File: config.mk
export PLATFORM = sky130hd
export DESIGN_NAME = sample_fifo
export DESIGN_NICKNAME = d
export VERILOG_FILES = /design/src/hw/sample_fifo.sv
export SDC_FILE = /design/constraint.sdc
export NUM_CORES = 1
export LEC_CHECK = 0
export ABC_AREA = 1
export CAP_MARGIN = 15
export CORE_ASPECT_RATIO = 1.4
export CORE_MARGIN = 8
export CORE_UTILIZATION = 28
export DETAILED_ROUTE_END_ITERATION = 10
export DONT_BUFFER_PORTS = 1
export PLACE_DENSITY = 0.51
export SETUP_SLACK_MARGIN = 0.1
export SLEW_MARGIN = 20
export SYNTH_ARGS = -nofsm -noshare
export SYNTH_HDL_FRONTEND = slang
export SYNTH_SLANG_ARGS = --single-unit
File: constraint.sdc
create_clock -name clk -period 2.2 [get_ports clk]
set_clock_uncertainty 0.1 [all_clocks]
set_input_delay 0.66 -clock clk [delete_from_list [all_inputs] [get_ports clk]]
set_output_delay 0.66 -clock clk [all_outputs]
set_load 0.01 [all_outputs]
File: src/hw/sample_fifo.sv
// Small synchronous FIFO between pattern generation and the output stage
`timescale 1ns/1ps
module sample_fifo #(
  parameter int WIDTH = 2,
  parameter int DEPTH = 8
) (
  input  wire logic             clk,      // System clock
  input  wire logic             rstN,     // Synchronised reset, active low
  input  wire logic             en,       // Clock enable
  input  wire logic [WIDTH-1:0] inData,   // Write data
  input  wire logic             inValid,  // Write request
  output logic                  inReady,  // Space available
  output logic [WIDTH-1:0]      outData,  // Head word
  output logic                  outValid, // Head word present
  input  wire logic             outReady  // Reader takes head word
);
  localparam int AW = $clog2(DEPTH);

  generate
    if (DEPTH < 2 || (1 << AW) != DEPTH || WIDTH < 1) begin : g_chk
      $error("sample_fifo: DEPTH must be a power of two >= 2");
    end
  endgenerate

  logic [WIDTH-1:0] store [DEPTH];
  logic [AW:0]      wrPtr_q;
  logic [AW:0]      rdPtr_q;
  logic             push;
  logic             pop;

  assign inReady  = (wrPtr_q ^ rdPtr_q) != {1'b1, {AW{1'b0}}};
  assign outValid = wrPtr_q != rdPtr_q;
  assign outData  = store[rdPtr_q[AW-1:0]];
  assign push     = en && inValid && inReady;
  assign pop      = en && outReady && outValid;

  always_ff @(posedge clk or negedge rstN) begin
    if (!rstN) begin
      wrPtr_q <= '0;
      rdPtr_q <= '0;
    end else begin
      if (push) begin
        wrPtr_q <= wrPtr_q + 1'b1;
      end
      if (pop) begin
        rdPtr_q <= rdPtr_q + 1'b1;
      end
    end
  end

  always_ff @(posedge clk) begin
    if (push) begin
      store[wrPtr_q[AW-1:0]] <= inData;
    end
  end
endmodule // sample_fifo

Word-level counts from Yosys, hierarchy flattened
Memory sizes are Yosys's and may differ from the RTL's. Index checks and enable logic that the tools add are counted.

Register bits: 8. RAM bits: 16. Bits of input ports: 7. Output and inout port bits: 4. Word-level logic and storage cells: 14. Memories: 1.

Add/sub/neg operators: 2. Equality and inequality tests: 2. Muxes and demuxes: 2. Bitwise operators: 1. Reductions and logical operators: 4.

Memory list: store (words 8, bits a word 2, rd ports 1, clocked after memory_dff 0, wr ports 1, RTL line 25) `logic [WIDTH-1:0] store [DEPTH];`.

Operator list (count): adder 4 x 1 -> 4 bit (second input constant) (2); logical AND 1 bit (4); inequality test 4 bit (1); inequality test 4 bit (second input constant) (1); XOR 4 bit (1); two-way mux 1 bit (2).

Depth between registers and ports, before layout
Gate-level depths: netlist of run 1.

Depth after elaboration: 5. Depth in mapped cells: 9. Depth with buffers taken out: 8.

Worst setup path after synthesis of run 1
Ideal clock, no wire load.

Path kind: register to output. Start: register rdPtr_q[0]. End: output port outData[0]. Data arrival time: 0.957 ns. Required time: 1.440 ns. Slack: 0.483 ns. Stages on the path, launching flop included: 8. Buffers on the path: 1. Path through: dfrtp_1 buf_4 nor2_1 nor2_1 o21ai_0 o21ai_0 nand2_1 nand2_1.

Longest elaborated chain between the ends: 1.

Ends and longest elaborated chain: start: declaration (RTL line 27) `logic [AW:0] rdPtr_q;`; start signal: assignment (RTL line 46) `rdPtr_q <= rdPtr_q + 1'b1;`; memory read (8 x 2 bit); end: declaration (RTL line 13) `output logic [WIDTH-1:0] outData,`.

No other way between the ends.

Final worst setup path of run 1
Same ends and word-level chain as after synthesis.

==> results.sh, run 1 <==
export IMPL_route_final_wire_length_mm=2.588
export IMPL_power_per_cell_area_nw_per_um2=1268
export IMPL_synth_area_leader_cell="sky130_fd_sc_hd__edfxtp_1"
export IMPL_timing_setup_critical_path_class="flip-flop to output pin"
export IMPL_syn_to_final_growth_pct=14.07
export IMPL_timing_final_setup_violations=0
export IMPL_synth_top_cells_by_area="sky130_fd_sc_hd__edfxtp_1 39%, sky130_fd_sc_hd__dfrtp_1 16%, sky130_fd_sc_hd__nand2_1 14%"
export IMPL_i_o_pin_total=11
export IMPL_pin_count_of_the_biggest_net_entering_global_routing=14
export IMPL_final_cells=208
export IMPL_cts_reportedPaths_clkPinSlew_ps=80
export IMPL_detail_route_first_pass_iterations=4
export IMPL_first_global_vias=961
export IMPL_final_count_of_pins_violating_max_slew=0
export IMPL_critPathMaxFanout=6
export IMPL_outcome="complete, no violations"
export IMPL_synth_async_sr_flop_share_pct=33.33
export IMPL_yosys_top_cells_count="45 x sky130_fd_sc_hd__nand2_1, 22 x sky130_fd_sc_hd__nor2_1, 16 x sky130_fd_sc_hd__edfxtp_1"
export IMPL_place_worst_setup_slack_ps=217.4
export IMPL_top_usage_layer="met2"
export IMPL_final_setup_worst_slack_ps=141.0
export IMPL_hpwl_mm=1.989
export IMPL_report_final_hold_viol_count=0
export IMPL_tritoncts_clock_tree="yes"
export IMPL_cts_buffers=3
export IMPL_global_route_usage_met1_pct=7.938
export IMPL_slew_limit_headroom_pct=74.17
export IMPL_worst_hold_path_type="input pin to flip-flop"
export IMPL_post_layout_nets=158
export IMPL_cts_sinks=24
export IMPL_timing_critical_path_from_type="flip-flop"
export IMPL_antenna_violations_before_repair=0
export IMPL_cts_root_buffer_cell="sky130_fd_sc_hd__clkbuf_8"
export IMPL_drtAntennaViolNets=0
export IMPL_floorplan_core_area_sq_um=4239
export IMPL_synth_top_flop_cell="sky130_fd_sc_hd__edfxtp_1"
export IMPL_seq_area_frac_synth_pct=54.67
export IMPL_std_cell_rows=28
export IMPL_total_leakage_power_uw=0.0006093
export IMPL_grtUsageMet2_pct=15.41
export IMPL_first_iter_violations=38
export IMPL_critical_path_data_arrival_time_ps=1300
export IMPL_grt_use_total_pct=8.175
export IMPL_overall_power_after_layout_uw=1801
export IMPL_clock_tree_buffer_depth=2
export IMPL_grt_setup_unrepaired="true"
export IMPL_timing_setup_tns_ps=0
export IMPL_synth_nets=151
export IMPL_vias=917
export IMPL_floorplan_die_width_um=72.36
export IMPL_setup_worst_path_start="rdPtr_q[0]"
export IMPL_timing_final_crit_share_pct=93.59
export IMPL_wl_per_cell_um=12.44
export IMPL_worstSkewPairLatency_ps=260
export IMPL_synthesized_area_sq_um=1245
export IMPL_synth_avg_cell_area_sq_um=8.767
export IMPL_synth_seq_cells=24
export IMPL_die_area_sq_um=6866
export IMPL_leading_cell_type_by_number_of_instances_after_synthesis="sky130_fd_sc_hd__nand2_1"
export IMPL_fp_dieH_um=94.90
export IMPL_worstMarginPinSlew_ps=386.2
export IMPL_antenna_diode_count=0
export IMPL_ys_warnings_count=0
export IMPL_crit_required_ps=1440
export IMPL_max_freq_mhz=485.7
export IMPL_routed_via_density=4.409
export IMPL_initial_cell_density_of_the_core_pct=29.37
export IMPL_power_ir_vdd_worst_mv=0.2915
export IMPL_rr_startpoint="rdPtr_q[0]"
export IMPL_io_buffer_count=0
export IMPL_drive_gt1_share_pct=20.27
export IMPL_drc_errors=0
export IMPL_post_synth_inst_count=142
export IMPL_wire_length_of_the_first_global_routing_pass_mm=4.319
export IMPL_critPathCaptureType="output pin"
export IMPL_globalRouteOverflowTotal=0
export IMPL_gp_congestion=0.7972
export IMPL_min_period_ps=2059
export IMPL_placed_cells=197
export IMPL_synth_top_cell_area_share_pct=38.59
export IMPL_grt_met3_usage_pct=1.379
export IMPL_cts_max_level=1
export IMPL_maxCapViolations=0
export IMPL_worstHoldStart="inData[1]"
export IMPL_synth_edf_count=16
export IMPL_synth_lib_cells_used_distinct=16
==> logic make-up after synthesis <==
kind of cell | Yosys count | synth area share, %
simple gates | 85 | 30.05
flops | 24 | 54.67
buf+inv | 16 | 6.332
compound gates | 12 | 4.824
xor+xnor | 3 | 2.111
fa+ha+maj | 2 | 2.010
==> final timing paths <==
check | to | slack, ps | cells after the start
max in group asynchronous | wrPtr_q[1] | 1060 | 1
worst max register to register | store[6][0] | 490 | 8
worst min-delay path | store[0][1] | 390 | 0
min in group asynchronous | rdPtr_q[3] | 640 | 1
worst max-delay path | outData[0] | 140 | 7
worst min register to register | wrPtr_q[3] | 420 | 2
==> layout make-up <==
class	count	area, sq um
Tap cell	60	75.07
Inverter	11	43.79
Sequential cell	24	688.2
Clock buffer	3	41.29
Timing Repair Buffer	7	65.06
Fill cell	440	2819
Multi-Input combinational cell	102	503.0
Clock inverter	1	3.754
==> flip-flops by register name, indices dropped and copies added (netlist names) <==
signal   flops
rdPtr_q      4
wrPtr_q      4
store       16
==> metal layers <==
layer	wire (um)	share of wire [%]
met1	1019	39
met2	1400	54
met4	86	3.3
met3	81	3.1
met5	0	0
==> worst max-delay path, cell delays in order, from the launching register on <==
cell and delay, ps:
sky130_fd_sc_hd__dfrtp_2 430, sky130_fd_sc_hd__buf_12 140, sky130_fd_sc_hd__nor2_1 90, sky130_fd_sc_hd__nor2_1 50, sky130_fd_sc_hd__o21ai_1 90, sky130_fd_sc_hd__o21ai_1 80, sky130_fd_sc_hd__nand2_1 80, sky130_fd_sc_hd__nand2_2 70
==> where the power goes <==
group	total [uW]	internal, uW	switching (uW)
Clock	260	125	135
Sequential	719	581	138
Combinational	822	317	505
Total	1800	1020	778
==> what timing repair did <==
action,4_1_cts,5_1_grt
hold buffers,1,0
endpoints found under the hold margin,8,0
buffers inserted,1,5
resized for setup,4,17
setup endpoints to repair,4,4
==> placed cells by master, fill, tap and decap left out, drive strengths merged <==
master / instances
nor2: 24
clkinv: 1
ha: 2
nand2: 49
edfxtp: 16
clkbuf: 4
nand3: 12
inv: 11
xor2: 3
o21ai: 12
dlygate4sd3: 1
buf: 5
dfrtp: 8
==> through the flow <==
step	cell area, sq um	hold slack, ps	util, %
after global placement	1282	264.7	30.25
after floorplan	1245	264.4	-
after CTS	1350	385.2	31.85
final	1420	387.3	33.50
after detailed placement	1282	264.6	30.25
after global routing	1420	376.4	33.50
No activity file was read; power rests on OpenSTA's default activity.
==> run 2: changes to the inputs <==
--- a/config.mk
+++ b/config.mk
@@ -9,10 +9,10 @@
 export CAP_MARGIN = 15
 export CORE_ASPECT_RATIO = 1.4
 export CORE_MARGIN = 8
-export CORE_UTILIZATION = 28
+export CORE_UTILIZATION = 60
 export DETAILED_ROUTE_END_ITERATION = 10
 export DONT_BUFFER_PORTS = 1
-export PLACE_DENSITY = 0.51
+export PLACE_DENSITY = 0.86
 export SETUP_SLACK_MARGIN = 0.1
 export SLEW_MARGIN = 20
 export SYNTH_ARGS = -nofsm -noshare
==> results.sh, run 2 (same netlist as run 1, synthesis figures left out) <==
export IMPL_cts_max_level=1
export IMPL_fp_dieH_um=69.90
export IMPL_wire_length_of_the_first_global_routing_pass_mm=4.174
export IMPL_power_per_cell_area_nw_per_um2=1332
export IMPL_gp_congestion=0.8678
export IMPL_critical_path_data_arrival_time_ps=1380
export IMPL_max_freq_mhz=468.4
export IMPL_report_final_hold_viol_count=0
export IMPL_hpwl_mm=1.759
export IMPL_worst_hold_path_type="input pin to flip-flop"
export IMPL_io_buffer_count=0
export IMPL_timing_critical_path_from_type="flip-flop"
export IMPL_fillers=130
export IMPL_worst_r2r_setup_slack_ps=510
export IMPL_area_taken_by_multi_input_logic_gates_sq_um=520.5
export IMPL_drc_errors=0
export IMPL_drive_gt1_share_pct=25.32
export IMPL_worstMarginPinSlew_ps=406.6
export IMPL_std_cell_rows=19
export IMPL_first_global_vias=951
export IMPL_placement_cell_area_sq_um=1234
export IMPL_die_area_sq_um=3809
export IMPL_first_iter_violations=55
export IMPL_route_final_wire_length_mm=2.741
export IMPL_maxCapViolations=0
export IMPL_globalRouteOverflowTotal=0
export IMPL_tritoncts_clock_tree="yes"
export IMPL_i_o_pin_total=11
export IMPL_floorplan_die_width_um=54.50
export IMPL_floorplan_core_area_sq_um=1973
export IMPL_cts_sinks=24
export IMPL_wl_per_cell_um=15.66
export IMPL_largest_reg_flops=16
export IMPL_drtAntennaViolNets=0
export IMPL_timing_setup_critical_path_class="flip-flop to output pin"
export IMPL_slew_limit_headroom_pct=72.80
export IMPL_detail_route_first_pass_iterations=4
export IMPL_min_period_ps=2135
export IMPL_hold_ws_ps=316.1
export IMPL_cts_root_buffer_cell="sky130_fd_sc_hd__clkbuf_4"
export IMPL_antenna_diode_count=0
export IMPL_grt_use_total_pct=14.37
export IMPL_antenna_violations_before_repair=0
export IMPL_power_ir_vdd_worst_mv=0.8728
export IMPL_worstSkewPairLatency_ps=330
export IMPL_layout_commonest_cell="sky130_fd_sc_hd__nand2_1"
export IMPL_critPathCaptureType="output pin"
export IMPL_sequential_cell_area_sq_um=688.2
export IMPL_crit_required_ps=1440
export IMPL_cts_buffers=3
export IMPL_vias=1029
export IMPL_timing_final_crit_share_pct=97.05
export IMPL_reg2regPathDepth=7
export IMPL_clock_tree_buffer_depth=2
export IMPL_post_layout_nets=164
export IMPL_pin_count_of_the_biggest_net_entering_global_routing=14
export IMPL_timing_final_setup_violations=0
export IMPL_final_cell_mix="39 x sky130_fd_sc_hd__nand2_1, 20 x sky130_fd_sc_hd__nor2_1, 16 x sky130_fd_sc_hd__edfxtp_1"
export IMPL_final_core_util_pct=72.42
export IMPL_grt_setup_unrepaired="true"
export IMPL_final_count_of_pins_violating_max_slew=0
export IMPL_initial_cell_density_of_the_core_pct=63.09
export IMPL_outcome="complete, no violations"
export IMPL_total_leakage_power_uw=0.0006417
export IMPL_syn_to_final_growth_pct=14.77
export IMPL_layout_cell_area_non_filler_sq_um=1429
export IMPL_cts_reportedPaths_clkPinSlew_ps=130
export IMPL_routed_via_density=5.880
export IMPL_critPathMaxFanout=6
export IMPL_worst_hold_path_num_cells=0
run 2: final cells by class:
| cell class | instances | share of cell area [%] |
|---|---|---|
| timing repair buffer | 13 | 8.669 |
| clock inverter | 1 | 0.2627 |
| tap | 21 | 1.839 |
| multi-input combinational | 102 | 36.43 |
| sequential | 24 | 48.16 |
| clock buffer | 3 | 1.576 |
| inverter | 11 | 3.065 |
run 2: worst max-delay path, stage by stage, from the launching register on:
cell and delay, ps:
sky130_fd_sc_hd__dfrtp_2 490, sky130_fd_sc_hd__buf_6 150, sky130_fd_sc_hd__nor2_2 90, sky130_fd_sc_hd__nor2_1 50, sky130_fd_sc_hd__o21ai_1 60, sky130_fd_sc_hd__o21ai_1 80
sky130_fd_sc_hd__nand2_1 70, sky130_fd_sc_hd__nand2_2 70
run 2: power by group:
group / internal (uW) / leakage, uW / switching, uW / total (uW)
clock: 66.6 / 0.0000154 / 131 / 198
combinational: 409 / 0.000388 / 595 / 1000
sequential: 580 / 0.000239 / 122 / 703
total: 1060 / 0.000642 / 848 / 1900
run 2: per-layer routing:
layer	wire [um]	global-route usage, %
met4	83	7.692
met5	0	0
met3	190	2.966
met2	1447	23.66
met1	1020	16.21
run 2: what timing repair did:
action | CTS | global route
pin swaps | 7 | 4
hold buffers | 1 | 0
buffers inserted | 4 | 8
setup endpoints to repair | 4 | 4
endpoints found under the hold margin | 8 | 0
resized for setup | 22 | 11
run 2: path summary, 6_finish.rpt:
check                                    to  startpoint
worst max-delay path             outData[1]  rdPtr_q[0]
worst min-delay path            store[1][1]   inData[1]
worst max register to register  store[6][1]  rdPtr_q[0]
worst min register to register   rdPtr_q[3]  rdPtr_q[3]
max in group asynchronous        rdPtr_q[2]        rstN
min in group asynchronous        wrPtr_q[1]        rstN
run 2: through the flow:
stage	setup TNS, ps	power, uW	setup slack [ps]	instances
floorplan	0	1282	483.3	142
global placement	0	1324	365.5	158
detailed placement	0	1367	241.2	158
CTS	0	1692	87.83	167
global route	-34.25	2015	-34.25	175
finish	0	1904	64.95	175
==> run 3: changes to the inputs <==
--- a/config.mk
+++ b/config.mk
@@ -9,10 +9,10 @@
 export CAP_MARGIN = 15
 export CORE_ASPECT_RATIO = 1.4
 export CORE_MARGIN = 8
-export CORE_UTILIZATION = 60
+export CORE_UTILIZATION = 57
 export DETAILED_ROUTE_END_ITERATION = 10
 export DONT_BUFFER_PORTS = 1
-export PLACE_DENSITY = 0.86
+export PLACE_DENSITY = 0.82
 export SETUP_SLACK_MARGIN = 0.1
 export SLEW_MARGIN = 20
 export SYNTH_ARGS = -nofsm -noshare
==> results.sh, run 3 (same netlist as run 1, synthesis figures left out) <==
export IMPL_initial_cell_density_of_the_core_pct=58.53
export IMPL_critical_path_data_arrival_time_ps=1320
export IMPL_outcome="complete, no violations"
export IMPL_layout_commonest_cell="sky130_fd_sc_hd__nand2_1"
export IMPL_reg2regPathDepth=7
export IMPL_hpwl_mm=1.691
export IMPL_drtAntennaViolNets=0
export IMPL_final_cells=174
export IMPL_worstHoldStart="inData[0]"
export IMPL_i_o_pin_total=11
export IMPL_std_cell_rows=20
export IMPL_worst_hold_path_num_cells=0
export IMPL_worst_r2r_setup_slack_ps=510
export IMPL_io_buffer_count=0
export IMPL_post_layout_nets=162
export IMPL_rr_startpoint="rdPtr_q[0]"
export IMPL_timing_rr_end="store[6][0]"
export IMPL_timing_critical_path_from_type="flip-flop"
export IMPL_wl_per_cell_um=13.68
export IMPL_timing_final_setup_violations=0
export IMPL_power_switching_uw=771.3
export IMPL_first_iter_violations=48
export IMPL_drc_errors=0
export IMPL_worstSkewPairLatency_ps=310
export IMPL_min_period_ps=2085
export IMPL_timing_final_crit_share_pct=94.76
export IMPL_floorplan_core_area_sq_um=2127
export IMPL_comb_power_share_pct=48.6
export IMPL_grt_use_total_pct=12.09
export IMPL_clock_tree_buffer_depth=2
export IMPL_layout_cell_area_non_filler_sq_um=1386
export IMPL_hold_ws_ps=335.2
export IMPL_worstMarginPinSlew_ps=396.7
export IMPL_die_area_sq_um=3957
export IMPL_timing_setup_critical_path_class="flip-flop to output pin"
export IMPL_switching_share_pct=43.59
export IMPL_maxCapViolations=0
export IMPL_antenna_diode_count=0
export IMPL_vias=931
export IMPL_largest_reg_flops=16
export IMPL_first_global_vias=891
export IMPL_fp_dieH_um=71.30
export IMPL_crit_required_ps=1440
export IMPL_placement_cell_area_sq_um=1235
export IMPL_floorplan_die_width_um=55.50
export IMPL_cts_root_buffer_cell="sky130_fd_sc_hd__clkbuf_4"
export IMPL_worst_hold_path_type="input pin to flip-flop"
export IMPL_drive_gt1_share_pct=23.03
export IMPL_timing_setup_tns_ps=0
export IMPL_final_count_of_pins_violating_max_slew=0
export IMPL_cts_sinks=24
export IMPL_power_report_internal_total_uw=998.2
export IMPL_hold_path_endpoint="store[0][0]"
export IMPL_power_per_cell_area_nw_per_um2=1276
export IMPL_wire_length_of_the_first_global_routing_pass_mm=3.926
export IMPL_cts_buffers=3
export IMPL_gp_congestion=0.8010
export IMPL_power_ir_vdd_worst_mv=0.6960
export IMPL_antenna_violations_before_repair=0
export IMPL_final_cell_mix="41 x sky130_fd_sc_hd__nand2_1, 22 x sky130_fd_sc_hd__nor2_1, 16 x sky130_fd_sc_hd__edfxtp_1"
export IMPL_total_leakage_power_uw=0.0006217
export IMPL_globalRouteOverflowTotal=0
export IMPL_max_freq_mhz=479.7
export IMPL_cts_max_level=1
export IMPL_clockPowerShare_pct=10.5
export IMPL_pin_count_of_the_biggest_net_entering_global_routing=14
export IMPL_slew_limit_headroom_pct=73.47
export IMPL_placed_cells=159
export IMPL_share_of_total_power_in_sequential_cells_pct=40.9
export IMPL_syn_to_final_growth_pct=11.36
export IMPL_cts_reportedPaths_clkPinSlew_ps=120
export IMPL_grt_setup_unrepaired="true"
export IMPL_tritoncts_clock_tree="yes"
export IMPL_detail_route_first_pass_iterations=4
export IMPL_report_final_hold_viol_count=0
export IMPL_critPathCaptureType="output pin"
export IMPL_route_final_wire_length_mm=2.381
export IMPL_critPathMaxFanout=7
export IMPL_final_core_util_pct=65.18
export IMPL_routed_via_density=5.351
==> run 3: cell count changes in the layout (fill, tap and decap cells not counted), sizes merged <==
cell,change
buf,-2
==> run 3: critical path, cell delays in order, from the launching register on <==
cell and delay (ps):
sky130_fd_sc_hd__dfrtp_2 490, sky130_fd_sc_hd__buf_6 150, sky130_fd_sc_hd__nand2_2 50, sky130_fd_sc_hd__nand2_2 60, sky130_fd_sc_hd__nor2_4 160, sky130_fd_sc_hd__nand2_4 120
==> run 3: routing by layer <==
layer / routed length (um) / global-route usage, % / vias up / part of all wire (%)
met5: 0 / 0 / - / 0
met4: 38 / 6.593 / 0 / 1.6
met3: 113 / 3.180 / 4 / 4.7
met2: 1244 / 21.13 / 17 / 52
met1: 984 / 12.82 / 433 / 41
li1: - / - / 477 / -
==> run 3: how the worst max path moves through the flow <==
| stage | startpoint | endpoint | slack [ps] | cells past startpoint |
|---|---|---|---|---|
| 6_report | rdPtr_q[0] | inReady | 120 | 5 |
| 5_1_grt | rdPtr_q[0] | inReady | 50 | 5 |
| 4_1_cts | rdPtr_q[0] | outData[0] | 80 | 5 |
| 3_5_place_dp | rdPtr_q[0] | outData[0] | 220 | 5 |
| 3_3_place_gp | rdPtr_q[0] | outValid | 340 | 5 |
| 2_1_floorplan | rdPtr_q[0] | outData[0] | 480 | 7 |
==> run 3: area by class of cell <==
type                            instances  area, sq um
Fill cell                             172        740.7
Timing Repair Buffer                   11        92.59
Tap cell                               22        27.53
Clock buffer                            3        22.52
Multi-Input combinational cell        102        508.0
Clock inverter                          1        3.754
Sequential cell                        24        688.2
Inverter                               11        43.79
==> run 3: metrics by stage <==
step                setup WS, ps  total power [uW]
CTS                        84.32              1603
finish                     115.3              1770
global placement           339.0              1320
global route               51.92              1909
detailed placement         217.7              1363
floorplan                  483.3              1282
==> run 3: repair_timing <==
action	4_1_cts	5_1_grt
buffers inserted	3	7
setup endpoints to repair	4	4
hold buffers	1	0
hold endpoints to repair	8	0
pin swaps	0	12
resized for setup	8	20
==> run 3: power by group through the flow <==
| stage | Combinational (uW) | Clock [uW] | Sequential [uW] |
|---|---|---|---|
| floorplan | 649 | 0 | 633 |
| global placement | 593 | 0 | 727 |
| detailed placement | 625 | 0 | 738 |
| CTS | 691 | 187 | 725 |
| global route | 970 | 200 | 739 |
| finish | 860 | 185 | 724 |
